--- src/core/txb_pkg.sv ---
package txb_pkg;

  localparam int unsigned WORD_W = 32;
  localparam int unsigned ADDR_W = 5;
  localparam int unsigned RAM_DEPTH = 32;
  localparam int unsigned CNT_W = 4;

  localparam logic [ADDR_W-1:0] ADDR_RESET = 5'h00;
  localparam logic [CNT_W-1:0] CNT_RESET = 4'h0;
  localparam logic [CNT_W-1:0] CNT_MAX = 4'hf;
  localparam logic [ADDR_W-1:0] FRAME_LAST_RESET = 5'h13;

  typedef enum logic [2:0] {
    TXB_EMPTY      = 3'b000,
    TXB_READY      = 3'b001,
    TXB_TX_PROG    = 3'b010,
    TXB_ABORT_PROG = 3'b011,
    TXB_TX_OK      = 3'b100,
    TXB_ABORTED    = 3'b101,
    TXB_TX_FAILED  = 3'b110
  } txb_state_t;

  localparam txb_state_t STATE_RESET = TXB_EMPTY;

  typedef enum logic [1:0] {
    PC_IDLE = 2'b00,
    PC_XMIT = 2'b01
  } pc_state_t;

  localparam pc_state_t PC_RESET = PC_IDLE;

endpackage

--- src/core/txb_link_if.sv ---
`timescale 1ns/1ps
`default_nettype none

interface txb_link_if;
  import txb_pkg::*;

  logic available;
  logic hw_lock;
  logic hw_unlock_done;
  logic hw_unlock_error;
  logic hw_unlock_arbl;
  logic hw_unlock_failed;
  logic [ADDR_W-1:0] rd_addr;
  logic [WORD_W-1:0] rd_data;
  logic [CNT_W-1:0] retx_count;

  modport buffer_end (
    output available,
    output rd_data,
    output retx_count,
    input hw_lock,
    input hw_unlock_done,
    input hw_unlock_error,
    input hw_unlock_arbl,
    input hw_unlock_failed,
    input rd_addr
  );

  modport control_end (
    input available,
    input rd_data,
    input retx_count,
    output hw_lock,
    output hw_unlock_done,
    output hw_unlock_error,
    output hw_unlock_arbl,
    output hw_unlock_failed,
    output rd_addr
  );

endinterface

`default_nettype wire

--- src/core/txb_frame_ram.sv ---
`timescale 1ns/1ps
`default_nettype none

module txb_frame_ram
  import txb_pkg::*;
(
  input wire logic mclk_i,
  input wire logic ce_i,
  input wire logic wr_en_i,
  input wire logic [ADDR_W-1:0] wr_addr_i,
  input wire logic [WORD_W-1:0] wr_data_i,
  input wire logic [ADDR_W-1:0] rd_addr_i,
  output logic [WORD_W-1:0] rd_data_o
);

  logic [WORD_W-1:0] mem [RAM_DEPTH];

  // Port A write, port B registered read
  always_ff @(posedge mclk_i) begin
    if (ce_i) begin
      if (wr_en_i) begin
        mem[wr_addr_i] <= wr_data_i;
      end
      rd_data_o <= mem[rd_addr_i];
    end
  end

endmodule

`default_nettype wire

--- src/core/txb_device.sv ---
// Operation
// - Software commands by register, hardware by controller
// - Ready command valid in Empty/OK/Aborted/Failed
// - Empty command valid in OK/Aborted/Failed only
// - Abort valid in Ready/TX/Abort in progress
// - Controller locks only a Ready buffer
// - Unlock-done moves buffer to TX OK
// - Unlock-error issued on error frame
// - Unlock-arbitration-lost issued on lost arbitration
// - Unlock-failed issued at retransmit threshold
// - Invalid software command leaves state unchanged
// - Controller never issues an invalid hardware command
// - Lock plus abort in Ready: Abort in progress
// - Abort with done/failed: TX OK/TX failed
// - Dual-port RAM, software write-only
// - Unlocked buffer accepts software writes
// - Locked in Ready/transmitting, writes discarded
// - Available while state is Ready
// - Abort drops availability in same cycle
// - Abort in Ready registers next state next cycle
// - Ready command to Ready, lock to TX
// - Error/arb lost: back to Ready, count up; with abort: Aborted
// - Abort in progress: error to Aborted, done OK
`timescale 1ns/1ps
`default_nettype none

module txb_device
  import txb_pkg::*;
(
  input wire logic mclk_i,
  input wire logic rst_b_i,
  input wire logic ce_i,
  txb_link_if.buffer_end link,
  input wire logic cmd_ready_i,
  input wire logic cmd_empty_i,
  input wire logic cmd_abort_i,
  input wire logic wr_en_i,
  input wire logic [ADDR_W-1:0] wr_addr_i,
  input wire logic [WORD_W-1:0] wr_data_i,
  output logic [2:0] state_o,
  output logic locked_o,
  output logic [CNT_W-1:0] retx_count_o
);

  txb_state_t state_reg;
  txb_state_t state_next;
  logic [CNT_W-1:0] cnt_reg;
  logic [CNT_W-1:0] cnt_next;
  logic locked_reg;
  logic locked_next;
  logic ram_we;
  logic hw_stop;
  // Gated software commands
  logic sw_ready;
  logic sw_empty;
  logic sw_abort;

  function automatic logic is_locked(input txb_state_t s);
    is_locked = (s == TXB_READY) || (s == TXB_TX_PROG) || (s == TXB_ABORT_PROG);
  endfunction

  function automatic logic is_done_state(input txb_state_t s);
    is_done_state = (s == TXB_TX_OK) || (s == TXB_ABORTED) || (s == TXB_TX_FAILED);
  endfunction

  // Valid-state decoding for software commands
  function automatic logic accepts_ready(input txb_state_t s);
    accepts_ready = (s == TXB_EMPTY) || is_done_state(s);
  endfunction

  function automatic logic accepts_empty(input txb_state_t s);
    accepts_empty = is_done_state(s);
  endfunction

  function automatic logic accepts_abort(input txb_state_t s);
    accepts_abort = is_locked(s);
  endfunction

  // Error or lost arbitration both end an attempt
  assign hw_stop = link.hw_unlock_error || link.hw_unlock_arbl;

  assign sw_ready = cmd_ready_i && accepts_ready(state_reg);
  assign sw_empty = cmd_empty_i && accepts_empty(state_reg);
  assign sw_abort = cmd_abort_i && accepts_abort(state_reg);

  always_comb begin
    state_next = state_reg;
    cnt_next = cnt_reg;
    case (state_reg)
      TXB_EMPTY: begin
        if (sw_ready) begin
          state_next = TXB_READY;
          cnt_next = CNT_RESET;
        end
      end
      TXB_READY: begin
        if (link.hw_lock && sw_abort) begin
          state_next = TXB_ABORT_PROG;
        end else if (link.hw_lock) begin
          state_next = TXB_TX_PROG;
        end else if (sw_abort) begin
          state_next = TXB_ABORTED;
        end
      end
      TXB_TX_PROG: begin
        if (link.hw_unlock_done) begin
          state_next = TXB_TX_OK;
        end else if (link.hw_unlock_failed) begin
          state_next = TXB_TX_FAILED;
        end else if (hw_stop) begin
          if (sw_abort) begin
            state_next = TXB_ABORTED;
          end else begin
            state_next = TXB_READY;
            if (cnt_reg != CNT_MAX) begin
              cnt_next = cnt_reg + 4'h1;
            end
          end
        end else if (sw_abort) begin
          state_next = TXB_ABORT_PROG;
        end
      end
      TXB_ABORT_PROG: begin
        if (link.hw_unlock_done) begin
          state_next = TXB_TX_OK;
        end else if (link.hw_unlock_failed) begin
          state_next = TXB_TX_FAILED;
        end else if (hw_stop) begin
          state_next = TXB_ABORTED;
        end
      end
      TXB_TX_OK,
      TXB_ABORTED,
      TXB_TX_FAILED: begin
        if (sw_ready) begin
          state_next = TXB_READY;
          cnt_next = CNT_RESET;
        end else if (sw_empty) begin
          state_next = TXB_EMPTY;
          cnt_next = CNT_RESET;
        end
      end
      default: begin
        state_next = STATE_RESET;
        cnt_next = CNT_RESET;
      end
    endcase
    locked_next = is_locked(state_next);
  end

  always_ff @(posedge mclk_i or negedge rst_b_i) begin
    if (!rst_b_i) begin
      state_reg <= STATE_RESET;
      cnt_reg <= CNT_RESET;
      locked_reg <= 1'b0;
    end else if (ce_i) begin
      state_reg <= state_next;
      cnt_reg <= cnt_next;
      locked_reg <= locked_next;
    end
  end

  assign ram_we = wr_en_i && !is_locked(state_reg);

  // Software port A, controller port B
  txb_frame_ram u_ram (
    .mclk_i(mclk_i),
    .ce_i(ce_i),
    .wr_en_i(ram_we),
    .wr_addr_i(wr_addr_i),
    .wr_data_i(wr_data_i),
    .rd_addr_i(link.rd_addr),
    .rd_data_o(link.rd_data)
  );

  assign link.available = (state_reg == TXB_READY) && !cmd_abort_i;
  assign link.retx_count = cnt_reg;

  assign state_o = state_reg;
  assign locked_o = locked_reg;
  assign retx_count_o = cnt_reg;

endmodule

`default_nettype wire

--- src/flat_wrapper.sv ---
// flat-port wrapper written by rule: the top's interface ports become plain ports
module txb_device_flat import txb_pkg::*;
  (mclk_i, rst_b_i, ce_i, cmd_ready_i, cmd_empty_i, cmd_abort_i, wr_en_i, wr_addr_i, wr_data_i, state_o, locked_o, retx_count_o, link_available, link_rd_data, link_retx_count, link_hw_lock, link_hw_unlock_done, link_hw_unlock_error, link_hw_unlock_arbl, link_hw_unlock_failed, link_rd_addr);
  txb_link_if link_i ();
  input wire logic mclk_i;
  input wire logic rst_b_i;
  input wire logic ce_i;
  input wire logic cmd_ready_i;
  input wire logic cmd_empty_i;
  input wire logic cmd_abort_i;
  input wire logic wr_en_i;
  input wire logic [ADDR_W-1:0] wr_addr_i;
  input wire logic [WORD_W-1:0] wr_data_i;
  output logic [2:0] state_o;
  output logic locked_o;
  output logic [CNT_W-1:0] retx_count_o;
  output wire logic [$bits(link_i.available)-1:0] link_available;
  output wire logic [$bits(link_i.rd_data)-1:0] link_rd_data;
  output wire logic [$bits(link_i.retx_count)-1:0] link_retx_count;
  input wire logic [$bits(link_i.hw_lock)-1:0] link_hw_lock;
  input wire logic [$bits(link_i.hw_unlock_done)-1:0] link_hw_unlock_done;
  input wire logic [$bits(link_i.hw_unlock_error)-1:0] link_hw_unlock_error;
  input wire logic [$bits(link_i.hw_unlock_arbl)-1:0] link_hw_unlock_arbl;
  input wire logic [$bits(link_i.hw_unlock_failed)-1:0] link_hw_unlock_failed;
  input wire logic [$bits(link_i.rd_addr)-1:0] link_rd_addr;
  assign link_available = link_i.available;
  assign link_rd_data = link_i.rd_data;
  assign link_retx_count = link_i.retx_count;
  assign link_i.hw_lock = link_hw_lock;
  assign link_i.hw_unlock_done = link_hw_unlock_done;
  assign link_i.hw_unlock_error = link_hw_unlock_error;
  assign link_i.hw_unlock_arbl = link_hw_unlock_arbl;
  assign link_i.hw_unlock_failed = link_hw_unlock_failed;
  assign link_i.rd_addr = link_rd_addr;
  txb_device u_core (.mclk_i(mclk_i), .rst_b_i(rst_b_i), .ce_i(ce_i), .link(link_i), .cmd_ready_i(cmd_ready_i), .cmd_empty_i(cmd_empty_i), .cmd_abort_i(cmd_abort_i), .wr_en_i(wr_en_i), .wr_addr_i(wr_addr_i), .wr_data_i(wr_data_i), .state_o(state_o), .locked_o(locked_o), .retx_count_o(retx_count_o));
endmodule
--- config.mk ---
export PLATFORM = sky130hd
export DESIGN_NAME = txb_device_flat
export DESIGN_NICKNAME = d
export VERILOG_FILES = /design/src/core/txb_pkg.sv /design/src/core/txb_link_if.sv /design/src/core/txb_frame_ram.sv /design/src/core/txb_device.sv /design/src/flat_wrapper.sv
export SDC_FILE = /design/constraint.sdc
export NUM_CORES = 1
export LEC_CHECK = 0
export ABC_AREA = 1
export BUFFER_PORTS_ARGS = -buffer_cell sky130_fd_sc_hd__buf_2
export CAP_MARGIN = 25
export CORE_ASPECT_RATIO = 0.5
export CORE_UTILIZATION = 50
export CTS_CLUSTER_DIAMETER = 120
export CTS_CLUSTER_SIZE = 12
export DETAILED_ROUTE_END_ITERATION = 6
export PLACE_DENSITY = 0.66
export SLEW_MARGIN = 20
export SYNTH_ARGS = -nofsm -noshare
export SYNTH_HDL_FRONTEND = slang
export SYNTH_SLANG_ARGS = --single-unit
--- constraint.sdc ---
create_clock -name mclk_i -period 4.75 [get_ports mclk_i]
set_input_delay 0.95 -clock mclk_i [delete_from_list [all_inputs] [get_ports mclk_i]]
set_output_delay 0.95 -clock mclk_i [all_outputs]
set_load 0.005 [all_outputs]
==> results of run 1 <==
## per-stage QoR
stage | setup slack [ns] | hold WS (ns) | area [µm²]
after CTS | 1.48 | 0.0958 | 47400
final | 1.40 | 0.119 | 47400
after detailed placement | 1.01 | 0.510 | 44800
after floorplan | 1.42 | 0.472 | 43200
after global routing | 1.32 | 0.108 | 47400
after global placement | 1.05 | 0.499 | 44800
## flip-flops by register name, indices dropped and copies added (netlist names)
name                    flops
u_core.u_ram.rd_data_o     32
u_core.link.retx_count      4
u_core.state_o              3
u_core.locked_o             1
u_core.u_ram.mem         1024
## path summary, 6_finish.rpt
check,from,to,cells past startpoint
setup / recovery,u_core.state_o[0],u_core.u_ram.mem[10][13],7
hold / removal,rst_b_i,u_core.link.retx_count[3],1
setup reg to reg,u_core.state_o[0],u_core.u_ram.mem[10][13],7
hold reg to reg,u_core.locked_o,u_core.locked_o,2
max in group asynchronous,rst_b_i,u_core.state_o[2],1
min in group mclk_i,u_core.locked_o,u_core.locked_o,2
## power by group through the flow
stage	Clock, mW	Combinational, mW	Sequential [mW]
2_1_floorplan	0	0.796	10.7
3_3_place_gp	0	1.31	10.7
3_5_place_dp	0	1.33	10.7
4_1_cts	7.03	1.33	10.5
5_1_grt	7.38	1.46	10.5
6_report	6.97	1.34	10.5
## cell type report
type	count	area [µm²]	area share
Sequential cell	1064	31900	0.673
Multi-Input combinational cell	2320	9990	0.211
Clock buffer	109	2510	0.0530
Tap cell	1155	1450	0.0305
Timing Repair Buffer	186	1360	0.0286
Inverter	24	119	0.00251
Clock inverter	6	104	0.00219
Antenna cell	3	7.51	0.000158
## worst max-delay path: stages, from the launching register on
cell	delay, ns
dfrtp_1	0.45
inv_1	0.17
nor2_1	0.09
nor2_1	0.13
and3_1	0.55
nand4_1	0.52
nor2_4	0.81
buf_4	0.30
## metal layers
metal	track usage	vias up	wire [µm]
li1	-	12700	-
met1	0.373	13600	47200
met2	0.396	1404	51500
met3	0.0562	190	11500
met4	0.0830	2	3230
met5	0	-	13
## cell usage in the layout (no fill, tap or decap), drive strengths merged
cell | synthesis | final
dfrtp | 8 | 8
nand2 | 1468 | 1468
a21oi | 1 | 1
and3 | 1 | 1
clkbuf | 13 | 109
diode | 0 | 3
nand4 | 11 | 11
clkinv | 0 | 4
buf | 211 | 186
or2 | 1 | 1
xor2 | 1 | 1
nor4 | 1 | 1
o21ai | 10 | 10
ha | 1 | 1
nand3 | 783 | 783
bufinv | 0 | 1
nor2 | 42 | 42
edfxtp | 1056 | 1056
inv | 24 | 25
## cells by family (layout without fill, tap and decap cells)
kind of cell | after synthesis | in the layout
buffers and inverters | 248 | 325
AO/OA/AOI/OAI | 11 | 11
XOR/XNOR | 1 | 1
flip-flops | 1064 | 1064
other | 0 | 3
AND/OR/NAND/NOR | 2307 | 2307
adder cells (fa/ha/maj) | 1 | 1
==> impl_metrics.env, run 1 <==
export IMPL_status="finished with violations"
export IMPL_violations="DRC"
export IMPL_synth_top_area_share=0.734
export IMPL_worstPathArrival_ns=3.71
export IMPL_synth_seq_cells=1064
export IMPL_crit_required_ns=5.11
export IMPL_start_util=0.510
export IMPL_yosysWarnings=0
export IMPL_synth_top_family_by_area="simple AND/OR/NAND/NOR gates"
export IMPL_cap_viol_max_count=0
export IMPL_rsz0062_at_grt="no"
export IMPL_grt_pass1_vias=26500
export IMPL_worstMarginPinSlew_ns=0.960
export IMPL_io_pins=99
export IMPL_routed_via_density=5.74
export IMPL_drc_errors=1
export IMPL_syn_to_final_growth_pct=9.84
export IMPL_synthCells=3632
export IMPL_die_w_um=418
export IMPL_power_density_nw_per_um2=396
export IMPL_drive_gt1_frac=0.0887
export IMPL_portBuffers=98
export IMPL_intPower_mw=14.5
export IMPL_gp_congestion=0.845
export IMPL_post_cts_resized=0
export IMPL_layout_cells_non_filler=4867
export IMPL_worstSkewPairLatency_ns=0.67
export IMPL_antenna_found_initial=7
export IMPL_power_frac_clock=0.371
export IMPL_grt_max_degree=192
export IMPL_cts_tree="built"
export IMPL_peakVddDrop_mv=0.232
export IMPL_fin_tns_setup_ns=0
export IMPL_p_leak_nw=17.3
export IMPL_skew_ns=0.0224
export IMPL_power_frac_comb=0.071
export IMPL_swShare=0.227
export IMPL_num_fill_cells=6867
export IMPL_synth_simple_gate_area_frac=0.224
export IMPL_timing_final_crit_share=0.705
export IMPL_syn_area_per_cell_um2=11.9
export IMPL_synth_adder_area_share=0.000290
export IMPL_synth_area_leaders="edfxtp_1 (73%), nand2_1 (13%), nand3_1 (9.1%), buf_2 (1.4%), buf_6 (1.3%)"
export IMPL_cts_sinks=1064
export IMPL_synthXorXnorAreaFrac=0.000203
export IMPL_postCtsSetupBuffers=0
export IMPL_drtPass1Iterations=7
export IMPL_yosysMostFrequentCell="nand2_1"
export IMPL_num_vias=28000
export IMPL_yosysSeqAreaShare=0.739
export IMPL_r2r_slack_ns=1.40
export IMPL_clk_path_buf_depth=3
export IMPL_synth_area_um2=43200
export IMPL_crit_fanout=15
export IMPL_seq_power_share=0.558
export IMPL_hp_class="primary input to async pin"
export IMPL_clock_fmax_mhz=299
export IMPL_synth_cell_types=22
export IMPL_netSwitchingPower_mw=4.27
export IMPL_relSlewSlack=0.360
export IMPL_clk_pin_slew_worst_paths_ns=0.06
export IMPL_cts_hold_buf=0
export IMPL_setup_violations=0
export IMPL_async_flop_share=0.00752
export IMPL_drtIter0Drc=3814
export IMPL_syn_num_nets=3687
export IMPL_h_tree_depth=3
export IMPL_place_inst=4749
export IMPL_grt_pass1_wl_mm=168
export IMPL_synthMuxAreaShare=0
export IMPL_num_rows=75
export IMPL_hold_viol=0
export IMPL_synth_area_leader_cell="edfxtp_1"
export IMPL_fp_dieH_um=210
export IMPL_dieArea_um2=87600
export IMPL_worstSetupPathType="flip-flop to flip-flop"
export IMPL_power_mw=18.8
export IMPL_groute_usage_overall=0.259
export IMPL_cts_root_buf="clkbuf_16"
export IMPL_antenna_left=0
export IMPL_coreArea_um2=84600
export IMPL_dp_hpwl_mm=62.3
export IMPL_post_route_util=0.561
export IMPL_wl_per_cell_um=23.3
export IMPL_cp_start_kind="flip-flop"
export IMPL_synth_commonest_cells="nand2_1 (1467), edfxtp_1 (1056), nand3_1 (783)"
export IMPL_routed_wl_mm=113
export IMPL_final_nets=3749
export IMPL_slew_violations=0
export IMPL_ys_flop_type="edfxtp_1"
export IMPL_synth_edf_count=1056
export IMPL_synth_compound_area_share=0.00127
export IMPL_period_minus_slack_ns=3.35
export IMPL_cp_end_kind="flip-flop"
export IMPL_numCtsBuffers=98
export IMPL_overflow=0
Power figures use the tool's default switching activity.
==> run 2, diff against run 1 <==
--- a/config.mk
+++ b/config.mk
@@ -13,7 +13,7 @@
 export CTS_CLUSTER_DIAMETER = 120
 export CTS_CLUSTER_SIZE = 12
 export DETAILED_ROUTE_END_ITERATION = 6
-export PLACE_DENSITY = 0.66
+export PLACE_DENSITY = 0.69
 export SLEW_MARGIN = 20
 export SYNTH_ARGS = -nofsm -noshare
 export SYNTH_HDL_FRONTEND = slang
==> constraint.sdc (replaced) <==
create_clock -name mclk_i -period 2.8 [get_ports mclk_i]
set_input_delay 0.56 -clock mclk_i [delete_from_list [all_inputs] [get_ports mclk_i]]
set_output_delay 0.56 -clock mclk_i [all_outputs]
set_load 0.005 [all_outputs]
==> impl_metrics.env, run 2 (same netlist as run 1, synthesis figures left out) <==
export IMPL_dieArea_um2=87600
export IMPL_r2r_slack_ns=0.24
export IMPL_hp_class="primary input to flip-flop"
export IMPL_start_util=0.510
export IMPL_antenna_left=0
export IMPL_whs_ns=0.225
export IMPL_hold_viol=0
export IMPL_num_vias=28600
export IMPL_wl_per_cell_um=23.5
export IMPL_drtPass1Iterations=5
export IMPL_crit_required_ns=3.18
export IMPL_timing_final_crit_share=0.913
export IMPL_worstPathArrival_ns=2.94
export IMPL_place_inst=4795
export IMPL_coreArea_um2=84600
export IMPL_final_common_cell="nand2_1"
export IMPL_grt_max_degree=107
export IMPL_cp_slowest_cell="dfrtp_1"
export IMPL_routed_via_density=5.83
export IMPL_drive_gt1_frac=0.0999
export IMPL_layout_common_cells="nand2_1 (1467), edfxtp_1 (1056), nand3_1 (783)"
export IMPL_rsz0062_at_grt="no"
export IMPL_top_usage_layer="met2"
export IMPL_skew_ns=0.0240
export IMPL_cp_start_kind="flip-flop"
export IMPL_worstSetupPathType="flip-flop to flip-flop"
export IMPL_cts_root_buf="clkbuf_16"
export IMPL_drtIter0Drc=3700
export IMPL_grt_pass1_vias=27200
export IMPL_critPathMaxStageDelay_ns=0.46
export IMPL_largest_reg_flops=1024
export IMPL_setup_violations=0
export IMPL_period_minus_slack_ns=2.56
export IMPL_cp_num_buf_inv=4
export IMPL_overflow=0
export IMPL_power_density_nw_per_um2=664
export IMPL_groute_usage_overall=0.264
export IMPL_clk_path_buf_depth=3
export IMPL_slew_violations=0
export IMPL_crit_chain="inv_1, nor2_1, nor2_1, and3_1, buf_4, nand4_1, buf_4, nor2_4, buf_12"
export IMPL_h_tree_depth=3
export IMPL_gp_congestion=0.838
export IMPL_status="finished clean"
export IMPL_fp_dieH_um=210
export IMPL_num_rows=75
export IMPL_worstMarginPinSlew_ns=0.858
export IMPL_cp_end_kind="flip-flop"
export IMPL_grt_pass1_wl_mm=172
export IMPL_routed_wl_mm=116
export IMPL_grtUsageMet1=0.381
export IMPL_clock_fmax_mhz=391
export IMPL_cap_viol_max_count=0
export IMPL_die_w_um=418
export IMPL_syn_to_final_growth_pct=12.0
export IMPL_io_pins=99
export IMPL_final_nets=3796
export IMPL_path_delay_family="simple AND/OR/NAND/NOR gates"
export IMPL_cts_sinks=1064
export IMPL_fin_tns_setup_ns=0
export IMPL_cts_tree="built"
export IMPL_relSlewSlack=0.428
export IMPL_grtUsageMet2=0.413
export IMPL_power_mw=32.1
export IMPL_clk_pin_slew_worst_paths_ns=0.06
export IMPL_peakVddDrop_mv=0.423
export IMPL_numCtsBuffers=98
export IMPL_postCtsSetupBuffers=0
export IMPL_post_cts_resized=0
export IMPL_num_fill_cells=6648
export IMPL_dp_hpwl_mm=66.1
export IMPL_met3_usage=0.0400
export IMPL_portBuffers=98
export IMPL_crit_fanout=20
export IMPL_antenna_found_initial=2
export IMPL_layout_cells_non_filler=4910
export IMPL_p_leak_nw=17.7
export IMPL_post_route_util=0.572
export IMPL_drc_errors=0
export IMPL_top_register="u_core.u_ram.mem"
export IMPL_worstSkewPairLatency_ns=0.69
[run 2: final timing paths]
| check | startpoint | to | cells after the start |
|---|---|---|---|
| setup / recovery | u_core.state_o[0] | u_core.u_ram.mem[22][5] | 9 |
| hold / removal | ce_i | u_core.locked_o | 4 |
| setup reg to reg | u_core.state_o[0] | u_core.u_ram.mem[22][5] | 9 |
| hold reg to reg | u_core.locked_o | u_core.locked_o | 2 |
| max in group asynchronous | rst_b_i | u_core.locked_o | 2 |
| min in group asynchronous | rst_b_i | u_core.link.retx_count[2] | 2 |
[run 2: power breakdown]
group | internal, mW | leakage [nW] | switching [mW]
Combinational | 0.643 | 6.81 | 1.78
Sequential | 17.7 | 9.64 | 0.105
Clock | 6.42 | 1.29 | 5.48
Total | 24.8 | 17.7 | 7.36
[run 2: final cells by class]
type,count,area [µm²],share of cell area
Multi-Input combinational cell,2320,9990,0.207
Clock inverter,5,98.8,0.00204
Inverter,24,119,0.00246
Sequential cell,1064,31900,0.659
Clock buffer,108,2530,0.0523
Timing Repair Buffer,233,2290,0.0472
Tap cell,1155,1450,0.0299
Antenna cell,1,2.50,0.0000517
[run 2: routing by layer]
layer / vias up / wire, µm
li1: 12800 / -
met1: 14000 / 47300
met2: 1572 / 53600
met3: 219 / 11000
met4: 0 / 3740
met5: - / 0
[run 2: tightest hold or removal path, delay by kind of cell]
family	cells	cell delay, ns
buf+inv	2	0.18
simple gates	2	0.11
[run 2: through the flow]
stage	area [µm²]	worst slack [ns]
floorplan	43200	-0.148
global placement	45700	0.217
detailed placement	45700	0.217
CTS	48400	0.278
global route	48400	0.0579
finish	48400	0.243
[run 2: repair_timing]
| item | in CTS | in global routing |
|---|---|---|
| endpoints found under the hold margin | 8 | 0 |
| setup endpoints to repair | 0 | 0 |
| hold buffers | 1 | 0 |
